**src/hw/cpr_pkg.sv**
```systemverilog
/*
 * cpr_pkg: register map, field layout, reset values and decode constants
 * for the charge parameter register bank.
 * assumes: byte-wide registers, one system clock, no other users of the map.
 */
package cpr_pkg;

	// register offsets
	localparam logic [7:0] CHARGE_CURRENT_LIMIT_OFS          = 8'h02;
	localparam logic [7:0] PRECHARGE_TERMINATION_CURRENT_OFS = 8'h03;
	localparam logic [7:0] BATTERY_VOLTAGE_LIMIT_OFS         = 8'h04;

	// reset values
	localparam logic [7:0] CHARGE_CURRENT_LIMIT_RST          = 8'h91;
	localparam logic [7:0] PRECHARGE_TERMINATION_CURRENT_RST = 8'h12;
	localparam logic [7:0] BATTERY_VOLTAGE_LIMIT_RST         = 8'h40;

	// field positions
	localparam int RESERVED_BIT             = 7;
	localparam int INPUT_FET_FULL_ON_BIT    = 6;
	localparam int FAST_CHARGE_CURRENT_LSB  = 0;
	localparam int PRECHARGE_CURRENT_LSB    = 4;
	localparam int TERMINATION_CURRENT_LSB  = 0;
	localparam int BATTERY_REG_VOLTAGE_LSB  = 3;
	localparam int TOPOFF_DURATION_LSB      = 1;
	localparam int RECHARGE_THRESHOLD_BIT   = 0;

	// fast-charge current decode
	localparam logic [10:0] FAST_CHARGE_STEP_MA   = 11'h014;
	localparam logic [5:0]  FAST_CHARGE_LINEAR_TOP = 6'h3b;
	localparam logic [10:0] FAST_CHARGE_3C_MA     = 11'h50a;
	localparam logic [10:0] FAST_CHARGE_3D_MA     = 11'h550;
	localparam logic [10:0] FAST_CHARGE_3E_MA     = 11'h596;
	localparam logic [10:0] FAST_CHARGE_3F_MA     = 11'h5dc;

	// pre-charge / termination decode: offset and step 20 ma, clamp at code 12
	localparam logic [8:0] LOW_CURRENT_OFFSET_MA = 9'h014;
	localparam logic [8:0] LOW_CURRENT_STEP_MA   = 9'h014;
	localparam logic [3:0] LOW_CURRENT_CLAMP     = 4'hc;

	// battery regulation voltage decode
	localparam logic [4:0]  VREG_TABLE_TOP   = 5'h08;
	localparam logic [12:0] VREG_LINEAR_BASE = 13'h10cc;
	localparam logic [12:0] VREG_STEP_MV     = 13'h000a;

	// recharge threshold
	localparam logic [7:0] RECHARGE_LOW_MV  = 8'h78;
	localparam logic [7:0] RECHARGE_HIGH_MV = 8'hd2;

	// top-off durations in minutes, and input-fet limit (input limit code < 6)
	localparam logic [5:0] TOPOFF_STEP_MIN      = 6'h0f;
	localparam logic [4:0] FET_FULL_LIMIT_CODE  = 5'h06;

endpackage : cpr_pkg

```
**src/hw/cpr_dec_if.sv**
```systemverilog
/*
 * cpr_dec_if: carries next-state register codes to the decoders and decoded values back.
 * assumes: purely combinational decoders on the far side.
 */
`timescale 1ns/1ps
interface cpr_dec_if;
	logic [5:0]  fast_charge_current_code;
	logic [10:0] fast_charge_current_ma;
	logic [4:0]  vreg_code;
	logic [12:0] vreg_mv;

	modport owner    (output fast_charge_current_code, output vreg_code, input fast_charge_current_ma, input vreg_mv);
	modport fast_charge_current_dec (input fast_charge_current_code, output fast_charge_current_ma);
	modport vreg_dec (input vreg_code, output vreg_mv);
endinterface : cpr_dec_if

```
**src/hw/cpr_fast_charge_current_decode.sv**
```systemverilog
/*
 * cpr_fast_charge_current_decode: fast-charge current code to milliamps.
 * assumes: combinational; the owner registers the result.
 */
`timescale 1ns/1ps
module cpr_fast_charge_current_decode (
	cpr_dec_if.fast_charge_current_dec dec
);
	logic [10:0] linear_ma;

	always_comb begin
		linear_ma = 11'(dec.fast_charge_current_code) * cpr_pkg::FAST_CHARGE_STEP_MA;
		case (dec.fast_charge_current_code)
			6'h3c:   dec.fast_charge_current_ma = cpr_pkg::FAST_CHARGE_3C_MA;
			6'h3d:   dec.fast_charge_current_ma = cpr_pkg::FAST_CHARGE_3D_MA;
			6'h3e:   dec.fast_charge_current_ma = cpr_pkg::FAST_CHARGE_3E_MA;
			6'h3f:   dec.fast_charge_current_ma = cpr_pkg::FAST_CHARGE_3F_MA;
			default: dec.fast_charge_current_ma = linear_ma;
		endcase
	end
endmodule : cpr_fast_charge_current_decode

```
**src/hw/cpr_vreg_decode.sv**
```systemverilog
/*
 * cpr_vreg_decode: battery regulation voltage code to millivolts.
 * assumes: combinational; the owner registers the result.
 */
`timescale 1ns/1ps
module cpr_vreg_decode (
	cpr_dec_if.vreg_dec dec
);
	logic [12:0] steps;

	always_comb begin
		steps = 13'(dec.vreg_code - (cpr_pkg::VREG_TABLE_TOP + 5'h01));
		case (dec.vreg_code)
			5'h00:   dec.vreg_mv = 13'h0db0;
			5'h01:   dec.vreg_mv = 13'h0e10;
			5'h02:   dec.vreg_mv = 13'h0e70;
			5'h03:   dec.vreg_mv = 13'h0ed8;
			5'h04:   dec.vreg_mv = 13'h0f40;
			5'h05:   dec.vreg_mv = 13'h0fa0;
			5'h06:   dec.vreg_mv = 13'h1004;
			5'h07:   dec.vreg_mv = 13'h1036;
			5'h08:   dec.vreg_mv = 13'h1068;
			default: dec.vreg_mv = 13'(cpr_pkg::VREG_LINEAR_BASE
				+ steps * cpr_pkg::VREG_STEP_MV);
		endcase
	end
endmodule : cpr_vreg_decode

```
**src/hw/cpr_charge_param_regs.sv**
```systemverilog
/*
 * cpr_charge_param_regs: three byte-wide charge parameter registers with
 * their decoded settings, driven to the analog charge control.
 * assumes: the serial-bus engine presents single-cycle byte read/write
 * strobes; register-defaults and watchdog expiry arrive as one-cycle pulses.
 */
`timescale 1ns/1ps
module cpr_charge_param_regs (
	input  wire logic        i_clk_sys,
	input  wire logic        i_rst_b,
	input  wire logic        i_reg_wr,
	input  wire logic        i_reg_rd,
	input  wire logic [7:0]  i_reg_addr,
	input  wire logic [7:0]  i_reg_wdata,
	input  wire logic        i_reg_defaults,
	input  wire logic        i_wdog_expired,
	input  wire logic        i_ce_b,
	input  wire logic        i_charge_enable_bit,
	input  wire logic        i_buck_mode,
	input  wire logic [4:0]  i_input_current_limit,
	output logic      [7:0]  o_reg_rdata,
	output logic             o_reg_ack,
	output logic      [10:0] o_fast_charge_current_ma,
	output logic             o_buck_charge_en,
	output logic             o_input_fet_full_on,
	output logic      [8:0]  o_precharge_current_ma,
	output logic      [8:0]  o_termination_current_ma,
	output logic      [12:0] o_battery_regulation_mv,
	output logic             o_topoff_en,
	output logic      [5:0]  o_topoff_duration_min,
	output logic      [7:0]  o_recharge_threshold_mv
);

	////////////////////////////////////////////////////////////////////////////
	// helpers

	// shared by pre-charge and termination fields
	function automatic logic [8:0] cpr_low_current_ma(input logic [3:0] code);
		logic [3:0] eff;
		eff = (code > cpr_pkg::LOW_CURRENT_CLAMP) ? cpr_pkg::LOW_CURRENT_CLAMP : code;
		return 9'(cpr_pkg::LOW_CURRENT_OFFSET_MA + 9'(eff) * cpr_pkg::LOW_CURRENT_STEP_MA);
	endfunction : cpr_low_current_ma

	function automatic logic cpr_addr_hit(input logic [7:0] addr, input logic [7:0] ofs);
		return addr == ofs;
	endfunction : cpr_addr_hit

	////////////////////////////////////////////////////////////////////////////
	// register storage

	logic [7:0] charge_current_limit;
	logic [7:0] precharge_termination_current;
	logic [7:0] battery_voltage_limit;
	logic [7:0] next_charge_current_limit;
	logic [7:0] next_precharge_termination_current;
	logic [7:0] next_battery_voltage_limit;

	logic       hit_fast_charge_current;
	logic       hit_termination_current;
	logic       hit_vreg;
	logic       wdog_only;

	always_comb begin
		hit_fast_charge_current  = cpr_addr_hit(i_reg_addr, cpr_pkg::CHARGE_CURRENT_LIMIT_OFS);
		hit_termination_current = cpr_addr_hit(i_reg_addr, cpr_pkg::PRECHARGE_TERMINATION_CURRENT_OFS);
		hit_vreg  = cpr_addr_hit(i_reg_addr, cpr_pkg::BATTERY_VOLTAGE_LIMIT_OFS);
		// watchdog alone leaves the fet bit and the reserved bit alone
		wdog_only = i_wdog_expired && !i_reg_defaults;

		next_charge_current_limit          = charge_current_limit;
		next_precharge_termination_current = precharge_termination_current;
		next_battery_voltage_limit         = battery_voltage_limit;

		// write first, defaults override: a restore must not be undone by a
		// write landing in the same cycle
		if (i_reg_wr && hit_fast_charge_current) begin
			next_charge_current_limit = i_reg_wdata;
		end
		if (i_reg_wr && hit_termination_current) begin
			next_precharge_termination_current = i_reg_wdata;
		end
		if (i_reg_wr && hit_vreg) begin
			next_battery_voltage_limit = i_reg_wdata;
		end

		if (i_reg_defaults) begin
			next_charge_current_limit[6:0] = cpr_pkg::CHARGE_CURRENT_LIMIT_RST[6:0];
		end else if (wdog_only) begin
			next_charge_current_limit[5:0] = cpr_pkg::CHARGE_CURRENT_LIMIT_RST[5:0];
		end
		if (i_reg_defaults || i_wdog_expired) begin
			next_precharge_termination_current = cpr_pkg::PRECHARGE_TERMINATION_CURRENT_RST;
			next_battery_voltage_limit         = cpr_pkg::BATTERY_VOLTAGE_LIMIT_RST;
		end
	end

	always_ff @(posedge i_clk_sys) begin
		if (!i_rst_b) begin
			charge_current_limit          <= cpr_pkg::CHARGE_CURRENT_LIMIT_RST;
			precharge_termination_current <= cpr_pkg::PRECHARGE_TERMINATION_CURRENT_RST;
			battery_voltage_limit         <= cpr_pkg::BATTERY_VOLTAGE_LIMIT_RST;
		end else begin
			charge_current_limit          <= next_charge_current_limit;
			precharge_termination_current <= next_precharge_termination_current;
			battery_voltage_limit         <= next_battery_voltage_limit;
		end
	end

	////////////////////////////////////////////////////////////////////////////
	// read port

	logic [7:0] next_reg_rdata;
	logic       next_reg_ack;

	always_comb begin
		next_reg_ack   = i_reg_rd || i_reg_wr;
		next_reg_rdata = o_reg_rdata;
		if (i_reg_rd) begin
			// unmapped offsets read as zero
			if (hit_fast_charge_current) begin
				next_reg_rdata = charge_current_limit;
			end else if (hit_termination_current) begin
				next_reg_rdata = precharge_termination_current;
			end else if (hit_vreg) begin
				next_reg_rdata = battery_voltage_limit;
			end else begin
				next_reg_rdata = 8'h00;
			end
		end
	end

	always_ff @(posedge i_clk_sys) begin
		if (!i_rst_b) begin
			o_reg_rdata <= 8'h00;
			o_reg_ack   <= 1'b0;
		end else begin
			o_reg_rdata <= next_reg_rdata;
			o_reg_ack   <= next_reg_ack;
		end
	end

	////////////////////////////////////////////////////////////////////////////
	// decoders: fed from next values so outputs move on the write's own edge

	cpr_dec_if dec_bus ();

	assign dec_bus.fast_charge_current_code = next_charge_current_limit[cpr_pkg::FAST_CHARGE_CURRENT_LSB +: 6];
	assign dec_bus.vreg_code = next_battery_voltage_limit[cpr_pkg::BATTERY_REG_VOLTAGE_LSB +: 5];

	cpr_fast_charge_current_decode u_fast_charge_current_decode (
		.dec (dec_bus.fast_charge_current_dec)
	);

	cpr_vreg_decode u_vreg_decode (
		.dec (dec_bus.vreg_dec)
	);

	////////////////////////////////////////////////////////////////////////////
	// charge-control outputs

	logic [10:0] next_fast_charge_current_ma;
	logic        next_buck_charge_en;
	logic        next_input_fet_full_on;
	logic [8:0]  next_precharge_current_ma;
	logic [8:0]  next_termination_current_ma;
	logic [12:0] next_battery_regulation_mv;
	logic        next_topoff_en;
	logic [5:0]  next_topoff_duration_min;
	logic [7:0]  next_recharge_threshold_mv;
	logic [1:0]  topoff_code;
	logic        fast_charge_current_nonzero;
	logic        fet_bit;

	always_comb begin
		topoff_code  = next_battery_voltage_limit[cpr_pkg::TOPOFF_DURATION_LSB +: 2];
		fast_charge_current_nonzero = |dec_bus.fast_charge_current_code;
		fet_bit      = next_charge_current_limit[cpr_pkg::INPUT_FET_FULL_ON_BIT];

		next_fast_charge_current_ma = dec_bus.fast_charge_current_ma;
		// charging needs the pin low, the enable bit and a nonzero current
		next_buck_charge_en = !i_ce_b && i_charge_enable_bit && fast_charge_current_nonzero;

		// the fet choice only matters for low input limits in buck mode
		if (i_buck_mode && (i_input_current_limit < cpr_pkg::FET_FULL_LIMIT_CODE)) begin
			next_input_fet_full_on = fet_bit;
		end else begin
			next_input_fet_full_on = 1'b1;
		end

		next_precharge_current_ma = cpr_low_current_ma(
			next_precharge_termination_current[cpr_pkg::PRECHARGE_CURRENT_LSB +: 4]);
		next_termination_current_ma = cpr_low_current_ma(
			next_precharge_termination_current[cpr_pkg::TERMINATION_CURRENT_LSB +: 4]);

		next_battery_regulation_mv = dec_bus.vreg_mv;

		next_topoff_en           = |topoff_code;
		next_topoff_duration_min = 6'(topoff_code * cpr_pkg::TOPOFF_STEP_MIN);

		if (next_battery_voltage_limit[cpr_pkg::RECHARGE_THRESHOLD_BIT]) begin
			next_recharge_threshold_mv = cpr_pkg::RECHARGE_HIGH_MV;
		end else begin
			next_recharge_threshold_mv = cpr_pkg::RECHARGE_LOW_MV;
		end
	end

	always_ff @(posedge i_clk_sys) begin
		if (!i_rst_b) begin
			// reset image of the default register contents
			o_fast_charge_current_ma <= 11'h154;
			o_buck_charge_en         <= 1'b0;
			o_input_fet_full_on      <= 1'b1;
			o_precharge_current_ma   <= 9'h028;
			o_termination_current_ma <= 9'h03c;
			o_battery_regulation_mv  <= 13'h1068;
			o_topoff_en              <= 1'b0;
			o_topoff_duration_min    <= 6'h00;
			o_recharge_threshold_mv  <= cpr_pkg::RECHARGE_LOW_MV;
		end else begin
			o_fast_charge_current_ma <= next_fast_charge_current_ma;
			o_buck_charge_en         <= next_buck_charge_en;
			o_input_fet_full_on      <= next_input_fet_full_on;
			o_precharge_current_ma   <= next_precharge_current_ma;
			o_termination_current_ma <= next_termination_current_ma;
			o_battery_regulation_mv  <= next_battery_regulation_mv;
			o_topoff_en              <= next_topoff_en;
			o_topoff_duration_min    <= next_topoff_duration_min;
			o_recharge_threshold_mv  <= next_recharge_threshold_mv;
		end
	end

endmodule : cpr_charge_param_regs

```
**config.mk**
```make
export PLATFORM = sky130hd
export DESIGN_NAME = cpr_charge_param_regs
export DESIGN_NICKNAME = d
export VERILOG_FILES = /design/src/hw/cpr_pkg.sv /design/src/hw/cpr_dec_if.sv /design/src/hw/cpr_fast_charge_current_decode.sv /design/src/hw/cpr_vreg_decode.sv /design/src/hw/cpr_charge_param_regs.sv
export SDC_FILE = /design/constraint.sdc
export NUM_CORES = 1
export LEC_CHECK = 0
export ABC_CLOCK_PERIOD_IN_PS = 12750
export BUFFER_PORTS_ARGS = -buffer_cell sky130_fd_sc_hd__buf_2
export CELL_PAD_IN_SITES_DETAIL_PLACEMENT = 1
export CELL_PAD_IN_SITES_GLOBAL_PLACEMENT = 2
export CORE_MARGIN = 2
export CORE_UTILIZATION = 34
export DETAILED_ROUTE_END_ITERATION = 6
export PLACE_DENSITY_LB_ADDON = 0.05
export SLEW_MARGIN = 40
export SYNTH_ARGS = -nofsm -noshare
export SYNTH_HDL_FRONTEND = slang
export SYNTH_SLANG_ARGS = --single-unit
```
**constraint.sdc**
```tcl
create_clock -name i_clk_sys -period 12.75 [get_ports i_clk_sys]
set_input_delay 1.275 -clock i_clk_sys [delete_from_list [all_inputs] [get_ports i_clk_sys]]
set_output_delay 1.275 -clock i_clk_sys [all_outputs]
set_load 0.005 [all_outputs]
```
==> impl_metrics.json <==
{
  "yosysMostFrequentCell": "dfxtp_1",
  "grt_pass1_vias": 3798,
  "ant_nets": 0,
  "min_from": "charge_current_limit[7]$_SDFFE_PN1P_",
  "fillerInstances": 1537,
  "fmax_mhz": 168,
  "worstRegToRegCells": 17,
  "synth.area.top_cells": "dfxtp_1 (35%), ha_1 (9.6%), nand2_1 (6.2%)",
  "comb_power_share_pct": 5.5,
  "drt_pass1_iterations": 4,
  "ff2ff_setup_slack_ns": 8.70,
  "finalHoldViolations": 0,
  "post-place-ws_ns": 6.46,
  "netlist_area_um2": 4310,
  "drive_above_1_share_pct": 21.9,
  "drtIter0Drc": 165,
  "switching_power_uw": 121,
  "pwr_density_cell_nw_per_um2": 99.4,
  "layout.nets": 638,
  "syn_area_per_cell_um2": 8.65,
  "synth_largest_area_cell": "dfxtp_1",
  "pin_count": 98,
  "peakVddDrop_mv": 0.0581,
  "start_util_pct": 34.4,
  "clock-sinks": 76,
  "grt_usage_pct": 19.3,
  "wl_per_cell_um": 16.8,
  "cts_tree": "built",
  "fin_cells": 748,
  "utilization_pct": 40.6,
  "reg2reg_from": "battery_voltage_limit[4]$_SDFF_PN0_",
  "synth_cells": 498,
  "synth.top_cell.area_share_pct": 35.3,
  "ys_types": 64,
  "maxCapViolations": 0,
  "grt_max_degree": 41,
  "fin_crit_sh_pct": 46.6,
  "reg2reg_to": "o_battery_regulation_mv[10]$_SDFF_PN0_",
  "cts_made_buffers": 9,
  "routed_wl_mm": 12.5,
  "clk_pin_slew_ns": 0.06,
  "finalCriticalPeriod_ns": 5.95,
  "path_cells": "buf_2, nor4_2, and3_1, mux2i_1, nand2b_1, ha_1, o31a_1, o311ai_1, o21ai_0, ha_1, ha_1, fa_1, a21o_1, a21oi_1, xnor2_1, and2_1, or3b_1, o211a_1, o21ai_1",
  "power_frac_clock_pct": 46.9,
  "yosysSeqAreaShare_pct": 35.3,
  "antenna_found_initial": 0,
  "ys_seq_elements": 76,
  "setup_viol": 0,
  "clock_skew_ns": 0.00554,
  "crit_path_end_kind": "flip-flop",
  "hold_depth": 2,
  "critPathMaxStageDelay_ns": 0.65,
  "arrival_ns": 6.23,
  "diodes": 0,
  "slowest_stage": "and3_1",
  "status": "finished, final reports clean",
  "grt_pass1_wl_mm": 20.0,
  "via_per_inst": 5.07,
  "power.internal_uw": 383,
  "h-tree-depth": 3,
  "worstPathMaxFanout": 9,
  "synthToLayoutAreaGrowth_pct": 17.9,
  "post_cts_buffers": 0,
  "fp.dieArea_um2": 13600,
  "fp-row-count": 41,
  "hold_buffers": 0,
  "max-clock-path-buffers": 2,
  "regArea_um2": 1520,
  "yosys_most_used_dff": "dfxtp_1",
  "multi_input_area_um2": 2550,
  "ctsResizeCount": 0,
  "critical_path_class": "in2reg",
  "gr-total-overflow": 0,
  "die_x_um": 117,
  "slew_viol_final": 0,
  "vias": 3789,
  "slew_headroom_pct": 54.9,
  "cts-root-buf": "clkbuf_16",
  "hold_path_end": "charge_current_limit[7]$_SDFFE_PN1P_",
  "netlist_top_cells_count": "dfxtp_1 (76), nand2_1 (71), nor2_1 (47)",
  "dpl.cell_count": 732,
  "pwr-share-seq_pct": 47.5,
  "p_leak_uw": 0.00220,
  "crit_required_ns": 13.03,
  "clk_latency_ns": 0.35,
  "dp_hpwl_mm": 9.50,
  "yosys_warnings": 0,
  "core_um2": 12500,
  "critPathLaunchType": "input pin",
  "path_common_cell": "ha_1",
  "dieHeight_um": 117,
  "hp-class": "reg2reg",
  "ys_async_sr_fraction_pct": 0,
  "portBuffers": 86,
  "setup_ws_ns": 6.80,
  "drc": 0,
  "p_sw_share_pct": 24.0,
  "rsz0062_at_grt": "false",
  "place.gp.congestion": 0.798,
  "worst_pin_slew_ns": 0.674,
  "synth_edf_count": 0,
  "finalSetupTns_ns": 0
}
-- sequential cells by signal (all words and copies together) (netlist names) --
register	flops
o_battery_regulation_mv	12
o_fast_charge_current_ma	10
battery_voltage_limit	8
charge_current_limit	8
o_reg_rdata	8
precharge_termination_current	8
o_precharge_current_ma	7
o_termination_current_ma	7
o_topoff_duration_min	4
o_buck_charge_en	1
o_input_fet_full_on	1
o_recharge_threshold_mv	1
o_reg_ack	1
-- cells by family (layout without fill, tap and decap cells) --
kind of cell,Yosys count,count (layout),share of synthesized area (%)
mux,26,26,6.28
buf+inv,52,122,6.19
flops,76,76,35.3
compound gates,85,85,13.5
simple gates,197,197,22.5
xor+xnor,23,23,4.68
fa+ha+maj,37,37,11.4
other cells,2,10,0.174
-- final cells by class --
class                   instances  share of cell area, %
clock buffers                  11                   4.78
clock inverters                 5                  0.542
inverters                      16                   1.18
multi-input cells             378                   50.2
flip-flops and latches         76                   30.0
well taps                     172                   4.24
repair buffers                 90                   9.07
-- layout by cell type (no fill, tap or decap), types with 3 or more instances in the layout --
| cell type | n |
|---|---|
| a41oi_1 | 8 |
| xor2_1 | 8 |
| nor2_1 | 46 |
| o21ai_1 | 5 |
| clkbuf_16 | 9 |
| nand2_1 | 71 |
| o211ai_1 | 5 |
| a21oi_1 | 19 |
| and2_1 | 5 |
| ha_1 | 33 |
| and3_1 | 3 |
| nand2b_1 | 4 |
| nor3_1 | 9 |
| o22ai_1 | 3 |
| buf_2 | 86 |
| nor4_1 | 3 |
| o21ai_0 | 21 |
| nor3b_1 | 4 |
| buf_4 | 4 |
| xnor2_1 | 15 |
| clkinv_2 | 4 |
| nand3_1 | 23 |
| a21o_1 | 4 |
| inv_1 | 16 |
| dfxtp_1 | 76 |
| conb_1 | 10 |
| nand4_1 | 8 |
| mux2i_1 | 23 |
| fa_1 | 4 |
-- power by group through the flow --
stage | clock network (uW) | registers [uW] | logic, uW
after floorplan | 0 | 245 | 15.1
after global placement | 0 | 245 | 27.5
after global routing | 255 | 240 | 30.7
final | 237 | 240 | 27.9
after detailed placement | 0 | 245 | 27.8
after CTS | 245 | 240 | 27.9
-- through the flow --
step	hold WS, ns	power, uW	cell area, um^2
2_1_floorplan	0.440	260	4340
3_3_place_gp	0.450	273	4800
3_5_place_dp	0.464	273	4810
4_1_cts	0.477	512	5080
5_1_grt	0.507	526	5080
6_report	0.470	505	5080
-- worst max-delay path, delay by kind of cell --
| family | cells | cell delay, ns |
|---|---|---|
| AOI/OAI and AO/OA | 7 | 1.20 |
| xor gates and xnor gates | 1 | 0.24 |
| adders and majority gates | 4 | 1.17 |
| buffers and inverters | 1 | 0.11 |
| muxes | 1 | 0.14 |
| and+or+nand+nor | 5 | 2.09 |
-- metal layers --
metal / track usage [%] / share of wire (%)
met1: 26.4 / 48
met2: 30.4 / 46
met3: 3.79 / 3.8
met4: 6.82 / 1.6
met5: 0 / 0
-- worst max-delay path by stage --
stage,from,endpoint,slack [ns],cells past startpoint
5_1_grt,i_reg_addr[1],o_battery_regulation_mv[10]$_SDFF_PN0_,6.33,20
3_5_place_dp,i_reg_addr[1],o_battery_regulation_mv[10]$_SDFF_PN0_,6.46,19
3_3_place_gp,i_reg_addr[1],o_battery_regulation_mv[10]$_SDFF_PN0_,6.50,19
6_report,i_reg_addr[1],o_battery_regulation_mv[10]$_SDFF_PN0_,6.80,19
4_1_cts,i_reg_addr[1],o_battery_regulation_mv[10]$_SDFF_PN0_,6.78,19
2_1_floorplan,i_reg_addr[1],o_battery_regulation_mv[10]$_SDFF_PN0_,7.47,19
Power figures use the tool's default switching activity.
